<file path="src/common/gpib_out_pkg.sv">
// Constants and types for the bus result output and clear block
// ============================================================================
package gpib_out_pkg;

  // ==========================================================================
  // Register map (byte addresses, 32-bit words)
  localparam logic [3:0] CONFIG_ADDR = 4'h0;
  localparam logic [3:0] STATUS_ADDR = 4'h4;
  localparam logic [3:0] CONTROL_ADDR = 4'h8;

  // CONFIG fields
  localparam int CFG_COMPAT_BIT = 0;
  localparam int CFG_LOG_LSB = 1;
  localparam int CFG_ADDR_LSB = 3;

  // STATUS fields
  localparam int STA_POWERUP_BIT = 0;
  localparam int STA_MAV_BIT = 1;
  localparam int STA_READY_BIT = 2;
  localparam int STA_TRANSMIT_WITHOUT_ADDRESSING_BIT = 3;
  localparam int STA_DROP_LSB = 8;

  // CONTROL fields (write only, self clearing)
  localparam int CTL_RESET_CMD_BIT = 0;
  localparam int CTL_PANEL_CLEAR_BIT = 1;

  // Status byte positions
  localparam int SB_READY_BIT = 4;
  localparam int SB_MAV_BIT = 7;

  // Logging levels
  localparam logic [1:0] LOG_OFF = 2'h0;
  localparam logic [1:0] LOG_READINGS = 2'h1;
  localparam logic [1:0] LOG_RESULTS = 2'h2;
  localparam logic [1:0] LOG_COMMANDS_AND_OUTPUTS = 2'h3;

  // Addressing select values
  localparam logic [1:0] PRIMARY_ADDRESS_ONLY = 2'h0;
  localparam logic [1:0] PRIMARY_AND_SECONDARY_ADDRESS = 2'h1;
  localparam logic [1:0] TRANSMIT_WITHOUT_ADDRESSING = 2'h2;

  // Line classes from the formatter
  localparam logic [1:0] CLASS_QUERY_REPLY = 2'h0;
  localparam logic [1:0] CLASS_MEASUREMENT = 2'h1;
  localparam logic [1:0] CLASS_SHOW = 2'h2;
  localparam logic [1:0] CLASS_COMMAND_ECHO = 2'h3;

  // Characters
  localparam logic [7:0] CHAR_SEMICOLON = 8'h3b;
  localparam logic [7:0] CHAR_LINE_FEED = 8'h0a;

  // Reset values
  localparam logic RST_COMPAT = 1'b0;
  localparam logic [1:0] RST_LOG_LEVEL = LOG_READINGS;
  localparam logic [1:0] RST_ADDR_MODE = PRIMARY_ADDRESS_ONLY;

  // Line buffer
  localparam int LINE_DEPTH = 128;
  localparam int PTR_W = 7;
  localparam logic [PTR_W-1:0] PTR_LAST = 7'h7f;

  typedef enum logic [1:0] {
    COLLECT,
    SEND_SEP,
    SEND_BODY,
    SEND_TERM
  } out_state_e;

endpackage

</file>
<file path="src/rtl/gpib_result_output.sv">
// Result line output, separators, logging filter, talk-only and clear hierarchy
`timescale 1ns/1ps
module gpib_result_output (
  input wire logic clk_i,
  input wire logic arst_n_i,
  // Register port
  input wire logic [3:0] reg_addr_i,
  input wire logic [31:0] reg_wdata_i,
  input wire logic reg_we_i,
  input wire logic reg_re_i,
  output logic [31:0] reg_rdata_o,
  // Result lines from the formatter, one byte a cycle
  input wire logic line_valid_i,
  input wire logic [7:0] line_data_i,
  input wire logic line_last_i,
  input wire logic [1:0] line_class_i,
  input wire logic msg_end_i,
  // Bus state from the interface functions
  input wire logic talker_addressed_i,
  input wire logic listener_addressed_i,
  input wire logic ifc_i,
  input wire logic dcl_i,
  input wire logic sdc_i,
  input wire logic serial_clear_i,
  input wire logic cmd_waiting_i,
  // Talker byte source
  output logic tx_valid_o,
  output logic [7:0] tx_data_o,
  output logic tx_end_o,
  input wire logic tx_ready_i,
  // Status and side effects
  output logic [7:0] status_byte_o,
  output logic talk_only_o,
  output logic iface_clear_o,
  output logic cmd_clear_o,
  output logic meas_reinit_o,
  output logic reload_params_o
);
  import gpib_out_pkg::*;

  // ==========================================================================
  // State
  typedef struct packed {
    out_state_e st;
    logic [PTR_W-1:0] wr_ptr;
    logic [PTR_W-1:0] rd_ptr;
    logic [PTR_W-1:0] last_idx;
    logic line_final;
    logic sep_pending;
    logic in_drop;
    logic out_valid;
    logic [7:0] out_byte;
    logic out_end;
    logic compat;
    logic [1:0] log_level;
    logic [1:0] addr_mode;
    logic powerup;
    logic ready;
    logic [7:0] dropped;
    logic [31:0] rdata;
    logic iface_clear;
    logic cmd_clear;
    logic meas_reinit;
    logic reload_params;
  } state_s;

  state_s s;
  state_s next_s;
  logic [7:0] line_mem [LINE_DEPTH];
  logic mem_we;
  logic [PTR_W-1:0] mem_waddr;
  logic talk_ok;
  logic send_fire;
  logic clear_any;
  logic line_ok;

  // ==========================================================================
  // Helpers
  function automatic logic log_allows(input logic [1:0] level, input logic [1:0] cls);
    logic ok;
    ok = 1'b0;
    unique case (level)
      LOG_OFF: ok = (cls == CLASS_QUERY_REPLY);
      LOG_READINGS: ok = (cls == CLASS_QUERY_REPLY) || (cls == CLASS_MEASUREMENT);
      LOG_RESULTS: ok = (cls != CLASS_COMMAND_ECHO);
      LOG_COMMANDS_AND_OUTPUTS: ok = 1'b1;
    endcase
    return ok;
  endfunction

  function automatic logic [7:0] sep_char(input logic compat);
    return compat ? CHAR_SEMICOLON : CHAR_LINE_FEED;
  endfunction

  function automatic logic [7:0] sat_inc(input logic [7:0] v);
    return (v == 8'hff) ? v : v + 8'h01;
  endfunction

  // Talk-only needs no addressing; other talkers must stay silent then
  assign talk_ok = talker_addressed_i || (s.addr_mode == TRANSMIT_WITHOUT_ADDRESSING);
  assign send_fire = s.out_valid && talk_ok && tx_ready_i;
  // Every device clear source runs the same path
  assign clear_any = dcl_i || (sdc_i && listener_addressed_i) || serial_clear_i
    || (reg_we_i && reg_addr_i == CONTROL_ADDR && reg_wdata_i[CTL_PANEL_CLEAR_BIT]);
  // Front-panel lines pass the filter whether or not a controller exists
  assign line_ok = log_allows(s.log_level, line_class_i);

  // ==========================================================================
  // Next state
  always_comb begin
    next_s = s;
    mem_we = 1'b0;
    mem_waddr = s.wr_ptr;
    next_s.rdata = 32'h0000_0000;
    next_s.iface_clear = 1'b0;
    next_s.cmd_clear = 1'b0;
    next_s.meas_reinit = 1'b0;
    next_s.reload_params = 1'b0;
    next_s.ready = cmd_waiting_i;

    // Line intake; only one line is held, so a busy buffer drops the new line whole
    if (line_valid_i && line_ok) begin
      if (s.st == COLLECT && !s.in_drop) begin
        if (s.wr_ptr == PTR_LAST && !line_last_i) begin
          next_s.in_drop = 1'b1;
          next_s.wr_ptr = '0;
          next_s.dropped = sat_inc(s.dropped);
        end else begin
          mem_we = 1'b1;
          if (line_last_i) begin
            next_s.last_idx = s.wr_ptr;
            next_s.line_final = msg_end_i;
            next_s.wr_ptr = '0;
            next_s.rd_ptr = '0;
            next_s.out_valid = 1'b1;
            next_s.out_end = 1'b0;
            if (s.sep_pending) begin
              next_s.st = SEND_SEP;
              next_s.out_byte = sep_char(s.compat);
            end else begin
              next_s.st = SEND_BODY;
              next_s.out_byte = (s.wr_ptr == '0) ? line_data_i : line_mem[0];
            end
          end else begin
            next_s.wr_ptr = s.wr_ptr + 7'h01;
          end
        end
      end else begin
        if (!s.in_drop) begin
          next_s.dropped = sat_inc(s.dropped);
        end
        next_s.in_drop = !line_last_i;
      end
    end

    // Byte output towards the talker
    if (send_fire) begin
      unique case (s.st)
        SEND_SEP: begin
          next_s.st = SEND_BODY;
          next_s.rd_ptr = '0;
          next_s.out_byte = line_mem[0];
        end
        SEND_BODY: begin
          if (s.rd_ptr != s.last_idx) begin
            next_s.rd_ptr = s.rd_ptr + 7'h01;
            next_s.out_byte = line_mem[s.rd_ptr + 7'h01];
          end else if (s.line_final) begin
            next_s.st = SEND_TERM;
            next_s.out_byte = CHAR_LINE_FEED;
            next_s.out_end = 1'b1;
          end else begin
            // Separator waits for the next line so none trails a message
            next_s.st = COLLECT;
            next_s.out_valid = 1'b0;
            next_s.sep_pending = 1'b1;
          end
        end
        SEND_TERM: begin
          next_s.st = COLLECT;
          next_s.out_valid = 1'b0;
          next_s.out_end = 1'b0;
          next_s.sep_pending = 1'b0;
        end
        COLLECT: begin
          next_s.out_valid = 1'b0;
        end
      endcase
    end

    // Interface clear drops the talker byte so a device clear can get through
    if (ifc_i) begin
      next_s.st = COLLECT;
      next_s.out_valid = 1'b0;
      next_s.out_end = 1'b0;
      next_s.iface_clear = 1'b1;
    end

    // Device clear flushes buffers and formatting; bus config is kept
    if (clear_any) begin
      next_s.st = COLLECT;
      next_s.out_valid = 1'b0;
      next_s.out_end = 1'b0;
      next_s.wr_ptr = '0;
      next_s.rd_ptr = '0;
      next_s.sep_pending = 1'b0;
      next_s.in_drop = 1'b0;
      next_s.cmd_clear = 1'b1;
      mem_we = 1'b0;
    end

    // Register writes
    if (reg_we_i) begin
      unique case (reg_addr_i)
        CONFIG_ADDR: begin
          next_s.compat = reg_wdata_i[CFG_COMPAT_BIT];
          next_s.log_level = reg_wdata_i[CFG_LOG_LSB +: 2];
          next_s.addr_mode = reg_wdata_i[CFG_ADDR_LSB +: 2];
        end
        CONTROL_ADDR: begin
          if (reg_wdata_i[CTL_RESET_CMD_BIT]) begin
            // Bus settings (compat, log level, addressing) stay as they are
            next_s.meas_reinit = 1'b1;
            next_s.reload_params = 1'b1;
            next_s.powerup = 1'b0;
          end
        end
        default: begin
        end
      endcase
    end

    // Register reads, answered the next cycle
    if (reg_re_i) begin
      unique case (reg_addr_i)
        CONFIG_ADDR: begin
          next_s.rdata[CFG_COMPAT_BIT] = s.compat;
          next_s.rdata[CFG_LOG_LSB +: 2] = s.log_level;
          next_s.rdata[CFG_ADDR_LSB +: 2] = s.addr_mode;
        end
        STATUS_ADDR: begin
          next_s.rdata[STA_POWERUP_BIT] = s.powerup;
          next_s.rdata[STA_MAV_BIT] = s.out_valid;
          next_s.rdata[STA_READY_BIT] = s.ready;
          next_s.rdata[STA_TRANSMIT_WITHOUT_ADDRESSING_BIT] = (s.addr_mode == TRANSMIT_WITHOUT_ADDRESSING);
          next_s.rdata[STA_DROP_LSB +: 8] = s.dropped;
        end
        default: begin
        end
      endcase
    end
  end

  // ==========================================================================
  // Registers
  always_ff @(posedge clk_i or negedge arst_n_i) begin
    if (!arst_n_i) begin
      s <= '0;
      s.st <= COLLECT;
      s.compat <= RST_COMPAT;
      s.log_level <= RST_LOG_LEVEL;
      s.addr_mode <= RST_ADDR_MODE;
      s.powerup <= 1'b1;
    end else begin
      s <= next_s;
    end
  end

  // Line store has no reset; contents only matter up to and including last_idx
  always_ff @(posedge clk_i) begin
    if (mem_we) begin
      line_mem[mem_waddr] <= line_data_i;
    end
  end

  // ==========================================================================
  // Outputs
  assign reg_rdata_o = s.rdata;
  assign tx_valid_o = s.out_valid && talk_ok;
  assign tx_data_o = s.out_byte;
  assign tx_end_o = s.out_end;
  assign talk_only_o = (s.addr_mode == TRANSMIT_WITHOUT_ADDRESSING);
  always_comb begin
    status_byte_o = 8'h00;
    status_byte_o[SB_READY_BIT] = s.ready;
    status_byte_o[SB_MAV_BIT] = s.out_valid;
  end
  assign iface_clear_o = s.iface_clear;
  assign cmd_clear_o = s.cmd_clear;
  assign meas_reinit_o = s.meas_reinit;
  assign reload_params_o = s.reload_params;

endmodule // gpib_result_output

</file>
<file path="config.mk">
export PLATFORM = sky130hd
export DESIGN_NAME = gpib_result_output
export DESIGN_NICKNAME = d
export VERILOG_FILES = /design/src/common/gpib_out_pkg.sv /design/src/rtl/gpib_result_output.sv
export SDC_FILE = /design/constraint.sdc
export NUM_CORES = 1
export LEC_CHECK = 0
export ABC_AREA = 1
export BUFFER_PORTS_ARGS = -buffer_cell sky130_fd_sc_hd__buf_4
export CAP_MARGIN = 20
export CORE_ASPECT_RATIO = 0.7
export CORE_MARGIN = 5
export CORE_UTILIZATION = 40
export CTS_CLUSTER_DIAMETER = 120
export CTS_CLUSTER_SIZE = 12
export DETAILED_ROUTE_END_ITERATION = 6
export SLEW_MARGIN = 10
export SYNTH_ARGS = -nofsm -noshare
export SYNTH_HDL_FRONTEND = slang
export SYNTH_SLANG_ARGS = --single-unit
</file>
<file path="constraint.sdc">
create_clock -name clk_i -period 3.4 [get_ports clk_i]
set_clock_uncertainty 0.05 [all_clocks]
set_input_delay 0.68 -clock clk_i [delete_from_list [all_inputs] [get_ports clk_i]]
set_output_delay 0.68 -clock clk_i [all_outputs]
set_load 0.05 [all_outputs]
</file>
# Word level (Yosys, flattened, before mapping)
# Memories as Yosys holds them, arrays and structs flattened.
# Cells that the tools add are included.
word_totals:
  elab_cells: 142
  output_inout_bits: 55
  mem_count: 1
  inputBits: 61
  reg_bits: 68
  mem_bits_rw: 1024
classes:
  n_eq_ne: 19
  n_bitwise: 1
  addsub: 3
  mux: 65
  n_reduce_logical: 32
mem_list:
  columns: ["name", "depth", "word_bits", "read_ports", "rd_ports_with_merged_regs", "wr", "line", "source"]
  rows:
  - ["line_mem", 128, 8, 2, 0, 1, "gpib_result_output.sv:69", "logic [7:0] line_mem [LINE_DEPTH];"]
op_table:
  columns: ["cell", "count"]
  rows:
  - ["8-bit two-way mux", 9]
  - ["24-bit two-way mux", 2]
  - ["10-bit two-way mux", 4]
  - ["15-bit two-way mux", 2]
  - ["7-bit two-way mux", 4]
  - ["1-bit two-way mux", 20]
  - ["2-bit two-way mux", 10]
  - ["16-bit two-way mux", 1]
  - ["8-bit one-hot mux with 2 select lines", 1]
  - ["7-bit by 1-bit adder with 7-bit output, second input constant", 2]
  - ["7-bit one-hot mux with 2 select lines", 1]
  - ["11-bit two-way mux", 1]
  - ["2-bit == test, second input constant", 5]
  - ["9-bit two-way mux", 1]
  - ["8-bit by 1-bit adder with 8-bit output, second input constant", 1]
  - ["8-bit == test, second input constant", 1]
  - ["1-bit logical AND", 8]
  - ["4-bit one-hot mux with 2 select lines", 1]
  - ["4-bit AND reduction", 2]
  - ["7-bit == test, second input constant", 1]
  - ["7-bit logical NOT", 1]
  - ["7-bit inequality test", 1]
  - ["2-bit by 1-bit == test with 1-bit output, second input constant", 3]
  - ["2-bit logical NOT", 3]
  - ["21 further kinds", 35]

# Longest topological paths before layout
# Gate-level depths: netlist of the first run.
logic_depth:
  ltp_word: 13
  depth_mapped: 14

# Least setup slack after synthesis of the first run
# OpenSTA, ideal clock, no wires.
synth_timing:
  path_type: "reg-to-reg"
  from: "register s[46] in the netlist's numbering"
  to: "register s[71] in the netlist's numbering"
  path_stages_with_launch: 11
  required_ps: 3221
  path_buffers: 0
  path_slack_ps: 378
  arrival_ps: 2843
  path_cell_list: "dfrtp_1 -> nor2_1 -> nor2_1 -> nor2_1 -> nand2_1 -> inv_1 -> nand2_1 -> inv_1 -> o21ai_0 -> a21oi_1 -> a211oi_1"
synth_lines:
  columns: ["element", "line", "source"]
  rows:
  - ["start: declaration", "gpib_result_output.sv:67", "state_s s;"]
  - ["start signal: assignment", "gpib_result_output.sv:265", "s <= next_s;"]

==> run summary, run 1 <==
most used cell, CP: nand3_1
Tot Pwr: 25,600 µW
Max clock buf depth: 3
final wirelength: 122,000 µm
Vias per Instance: 5.34
Final ANT Viol Nets: 0
outcome: complete, no violations
die area: 120,000 µm²
fillcell total: 10,200
Starting Density: 40.2%
Least-Margin Pin Slew: 1.03 ns
remaining routing DRC violations: 0
max_slew headroom: 31.3%
Fin. Hold Viols: 0
#FFs+latches synth: 1,091
initial antenna violation count: 2
ANT cells: 0
max incr delay on CP: 0.60 ns
via count: 30,100
count of max-cap constraint violations: 0
Max Clock Freq: 299 MHz
GR Overflow Total: 0
crit-path cells: buf_12 > inv_16 > buf_4 > nand2_1 > nand3_1 > nand3_1 > nand3_1 > nand3_1 > nand3_1 > nand3_1 > nand3_1 > nand2_1 > a21oi_1
drt initial violations: 3,730
layout cell share with drive strength beyond 1: 10.9%
CTS Hold Bufs: 0
buffer and inverter count on the worst path: 3
DR pass1 iterations: 6
Worst Path Arrival: 3.88 ns
Design Area, Final: 51,300 µm²
Setup crit end kind: flip-flop
WL/cell: 21.7 µm
CORE AREA: 112,000 µm²
Die W: 412 µm
Area Growth Syn to Fin: 13.7%
vias in the first global route: 28,100
first-pass GRT wire length: 182,000 µm
slowest CP cell: dfrtp_4
Clock Sinks: 1,091
GP Congestion: 0.867
Max H-tree Level: 3
Final Max Tran Viols: 0
Async SR Flop Fraction: 6.14%
largest net degree at the start of global routing: 175
CP delay by family, top: simple AND/OR/NAND/NOR gates
Tcrit/Tclk final: 98.3%
DP Area: 48,600 µm²
Leak: 0.0184 µW
Skew-Pair Late Insertion Delay: 0.70 ns
crit-path max FO: 105
fin nets: 4,149
Syn Inst Count: 3,927
RSZ-0062 raised after global routing: no
sequential-to-total area share from yosys stat: 71.8%
final setup fails: 0
Buffers on Ports: 63
site row count: 103
synthesized area: 45,200 µm²
Distinct cells, synth: 42
crit path launch type: flip-flop
CP Data Required Time: 3.94 ns
Total GRT Usage: 20.1%
largest vdd supply drop: 0.414 mV
Avg Cell Area, Syn: 11.5 µm²
minimum clock period: 3.34 ns
Die Ht: 291 µm
Syn. warnings: 0
Hold Crit Class: primary input to flip-flop
HPWL Detailed: 73,700 µm
setup TNS: 0 ns
clk slew on worst S/H paths: 0.06 ns
Setup CP Type: flip-flop to flip-flop
root buffer cell: clkbuf_16
CTS tree: done
I/O Pins: 116
ys flop type: edfxtp_1
Post-synth EDFFs: 1,024
Inserted Clock Buffers: 100
pwr/cell area: 499 nW/µm²
cell type report:
class	instances	area [µm²]	share of cell area, %
Clock buffer	131	2620	5.10
Clock inverter	5	66.3	0.129
Inverter	56	234	0.456
Multi-Input combinational cell	2517	11300	22.0
Sequential cell	1091	32400	63.2
Tap cell	1522	1900	3.71
Timing Repair Buffer	312	2790	5.44
registers in the layout, indices dropped and copies added, names as in the netlist:
register and cells:
status_byte_o 2, tx_data_o 8, meas_reinit_o 1, s 33, line_mem 1024, reg_rdata_o 13
cmd_clear_o 1, iface_clear_o 1, tx_end_o 1, mem_waddr 7
power breakdown:
part           internal, µW  switching, µW  total, µW  leakage (µW)
Combinational           169            615        785       0.00701
Sequential            14700           54.3      14800        0.0101
Clock                  5320           4730      10100       0.00130
cells in the mapped netlist, types with 2 or more instances:
| cell | number | share of area [%] |
|---|---|---|
| inv_1 | 51 | 0.42 |
| clkinv_1 | 2 | 0.017 |
| a21oi_1 | 40 | 0.44 |
| mux2_2 | 2 | 0.050 |
| nand3_1 | 1030 | 11 |
| nand4_1 | 6 | 0.083 |
| xnor2_1 | 2 | 0.039 |
| xor2_1 | 16 | 0.31 |
| inv_2 | 2 | 0.017 |
| a211o_1 | 2 | 0.039 |
| buf_4 | 50 | 0.83 |
| dfrtp_1 | 65 | 3.6 |
| o21ai_0 | 24 | 0.27 |
| nor2_4 | 2 | 0.050 |
| a221oi_1 | 2 | 0.039 |
| nor3_1 | 11 | 0.12 |
| clkbuf_1 | 109 | 0.91 |
| nand2_1 | 1134 | 9.4 |
| nor2_1 | 183 | 1.5 |
| ha_1 | 10 | 0.28 |
| nand3b_1 | 2 | 0.033 |
| nand4_2 | 3 | 0.083 |
| buf_2 | 87 | 0.96 |
| buf_1 | 41 | 0.34 |
| or2_2 | 5 | 0.069 |
| o22ai_1 | 5 | 0.069 |
| dfstp_2 | 2 | 0.12 |
| a21boi_1 | 2 | 0.033 |
| edfxtp_1 | 1024 | 68 |
final timing paths:
path                          startpoint               end  slack (ns)  cells past startpoint
setup / recovery                   s[71]      tx_data_o[5]        0.06                     13
hold / removal             cmd_waiting_i  status_byte_o[4]        0.04                      1
setup reg to reg                   s[71]      tx_data_o[5]        0.06                     13
hold reg to reg                    s[45]             s[45]        0.42                      2
max in group asynchronous       arst_n_i             s[71]        2.55                      1
min in group asynchronous       arst_n_i    reg_rdata_o[0]        0.05                      1
routing by layer:
layer / vias up / GRT usage, % / share of wire, %
li1: 14000 / - / -
met5: - / 0.842 / 0.11
met2: 1230 / 27.5 / 41
met1: 14700 / 31.4 / 46
met4: 2 / 3.79 / 1.5
met3: 133 / 6.03 / 11
placed cells by master, fill, tap and decap left out, drive strengths merged, types with 9 or more instances in the layout:
master,count
a21oi,40
buf,312
clkbuf,131
conb,25
dfrtp,65
edfxtp,1024
ha,10
inv,56
nand2,1134
nand3,1030
nand4,9
nor2,185
nor3,12
o21ai,24
xor2,17
cell families (layout without fill, tap and decap cells):
family / count (synthesis) / in the layout / share of synthesized area [%]
AO/OA/AOI/OAI: 83 / 83 / 1.06
multiplexers: 2 / 2 / 0.0499
buffers and inverters: 343 / 504 / 3.51
XOR/XNOR: 19 / 19 / 0.410
other: 1 / 25 / 0.00831
flip-flops: 1091 / 1091 / 71.8
adder cells (fa/ha/maj): 10 / 10 / 0.277
AND/OR/NAND/NOR: 2378 / 2378 / 22.9
stage by stage:
stage	setup slack, ns	utilization [%]	hold WS (ns)	cells
5_1_grt	0.00826	45.7	0.0136	5634
6_report	0.0573	45.7	0.0449	5634
3_3_place_gp	0.229	43.3	0.410	5498
3_5_place_dp	0.150	43.3	0.406	5498
2_1_floorplan	0.378	-	0.334	3951
4_1_cts	0.206	45.7	0.00443	5634
timing repair:
item	CTS	global route
resized for setup	0	5
setup endpoints to repair	0	8
setup buffers	0	0
No activity file was read; power rests on OpenSTA's default activity.
==> run 2: changes to the inputs <==
--- a/config.mk
+++ b/config.mk
@@ -10,2 +10,4 @@
 export CAP_MARGIN = 20
+export CELL_PAD_IN_SITES_DETAIL_PLACEMENT = 0
+export CELL_PAD_IN_SITES_GLOBAL_PLACEMENT = 2
 export CORE_ASPECT_RATIO = 0.7
@@ -16,2 +18,3 @@
 export DETAILED_ROUTE_END_ITERATION = 6
+export PLACE_DENSITY_LB_ADDON = 0.1
 export SLEW_MARGIN = 10
--- a/constraint.sdc
+++ b/constraint.sdc
@@ -4,2 +4,2 @@
 set_output_delay 0.68 -clock clk_i [all_outputs]
-set_load 0.05 [all_outputs]
+set_load 0.01 [all_outputs]
==> run 2 against run 1 <==
Effect of this change:
- combinational power fell by 17%
- die area did not move
- largest power group unchanged
- count of clock-buffer cells in the layout down 21
- critical path depth decreased by 2
- flip-flop and latch count unchanged
- non-clock buffer count shrank 10
- power down 0.75%
- sequential power hardly changed
- worst hold slack better by 0.015 ns
==> run summary, run 2 (synthesized netlist as in run 1, its figures left out) <==
outcome: complete, no violations
remaining routing DRC violations: 0
most frequent cells in the layout: nand2_1, nand3_1, edfxtp_1
die area: 120,000 µm²
reg2reg start: s[71]
Starting Density: 40.2%
count of max-cap constraint violations: 0
initial antenna violation count: 5
RSZ-0062 raised after global routing: no
Setup CP Type: flip-flop to flip-flop
setup TNS: 0 ns
Area Growth Syn to Fin: 13.6%
root buffer cell: clkbuf_16
Final ANT Viol Nets: 0
Die W: 412 µm
DR pass1 iterations: 6
Buffers on Ports: 63
Setup crit start: s[71]
clk slew on worst S/H paths: 0.06 ns
fin nets: 4,139
I/O Pins: 116
CTS resizes: 0
most common cell after layout, fill and taps aside: nand2_1
largest register by flop count: line_mem
hold_ws: 0.0602 ns
Die Ht: 291 µm
CORE AREA: 112,000 µm²
Vias per Instance: 5.32
via count: 29,800
Leak: 0.0184 µW
layout cell share with drive strength beyond 1: 10.7%
final wirelength: 130,000 µm
WL/cell: 23.1 µm
Setup crit end kind: flip-flop
Clock Sinks: 1,091
max FFs per register: 1,024
max_slew headroom: 36.0%
crit-path max FO: 86
minimum clock period: 3.25 ns
Total GRT Usage: 21.4%
Reg2Reg Setup Slack: 0.15 ns
Max H-tree Level: 3
vias in the first global route: 29,000
Max Clock Freq: 307 MHz
Tcrit/Tclk final: 95.7%
GP Congestion: 0.841
Least-Margin Pin Slew: 0.945 ns
pwr/cell area: 496 nW/µm²
Worst Path Arrival: 3.77 ns
Fin. Hold Viols: 0
HPWL Detailed: 77,700 µm
Inserted Clock Buffers: 100
crit path launch type: flip-flop
GR Overflow Total: 0
Hold Crit Class: primary input to async pin
final setup fails: 0
drt initial violations: 2,797
largest vdd supply drop: 0.423 mV
Skew-Pair Late Insertion Delay: 0.69 ns
largest net degree at the start of global routing: 131
Max clock buf depth: 3
CTS tree: done
Final Max Tran Viols: 0
site row count: 103
ANT cells: 0
final worst setup slack: 0.146 ns
CP Data Required Time: 3.91 ns
first-pass GRT wire length: 191,000 µm
dpl ws: 0.264 ns
==> run 2: cell type report <==
cell class,instances,area [µm²]
inverter,56,234
tap,1522,1900
sequential,1091,32400
timing repair buffer,302,2780
multi-input combinational,2517,11300
clock inverter,6,101
fill,10200,61100
clock buffer,110,2560
==> run 2: routing by layer <==
layer  vias to the layer above  GRT usage, %  wire (µm)
li1                      14000             -          -
met1                     14800          32.8      62500
met2                       823          31.6      56000
met3                       175          4.10       8340
met4                         2          4.70       2800
met5                         -             0          7
==> run 2: path summary, 6_finish.rpt <==
kind	endpoint	cells past startpoint
worst max register to register	tx_data_o[7]	11
worst min-delay path	status_byte_o[4]	1
worst min register to register	s[45]	2
max in group asynchronous	s[71]	1
min in group clk_i	iface_clear_o	1
worst max-delay path	tx_data_o[7]	11
==> run 2: what timing repair did <==
action	CTS	global route
hold buffers	1	0
buffers inserted	0	0
hold endpoints to repair	1	0
==> run 2: critical path: stages (launching register included) <==
cell and delay (ns):
dfrtp_4 0.53, ha_4 0.41, buf_12 0.35, nand3_1 0.19, nand3_1 0.13, nand3_1 0.20
nand3_1 0.21, nand3_1 0.29, nand3_1 0.30, nand3_1 0.13, nand2_1 0.11, a21oi_1 0.09
==> run 2: metrics by stage <==
stage	cell area, µm²	total power, µW	std cells	utilization, %
3_5_place_dp	48600	15700	5487	43.3
5_1_grt	51300	26300	5604	45.6
3_3_place_gp	48600	15700	5487	43.3
6_report	51300	25400	5604	45.6
4_1_cts	51300	25800	5604	45.6
2_1_floorplan	45200	15300	3951	-
==> run 2: power breakdown <==
part | leakage (µW) | total (µW) | internal (µW) | switching, µW
registers | 0.0101 | 14800 | 14700 | 49.7
clock network | 0.00130 | 9990 | 5290 | 4700
logic | 0.00702 | 650 | 165 | 484
total | 0.0184 | 25400 | 20200 | 5240
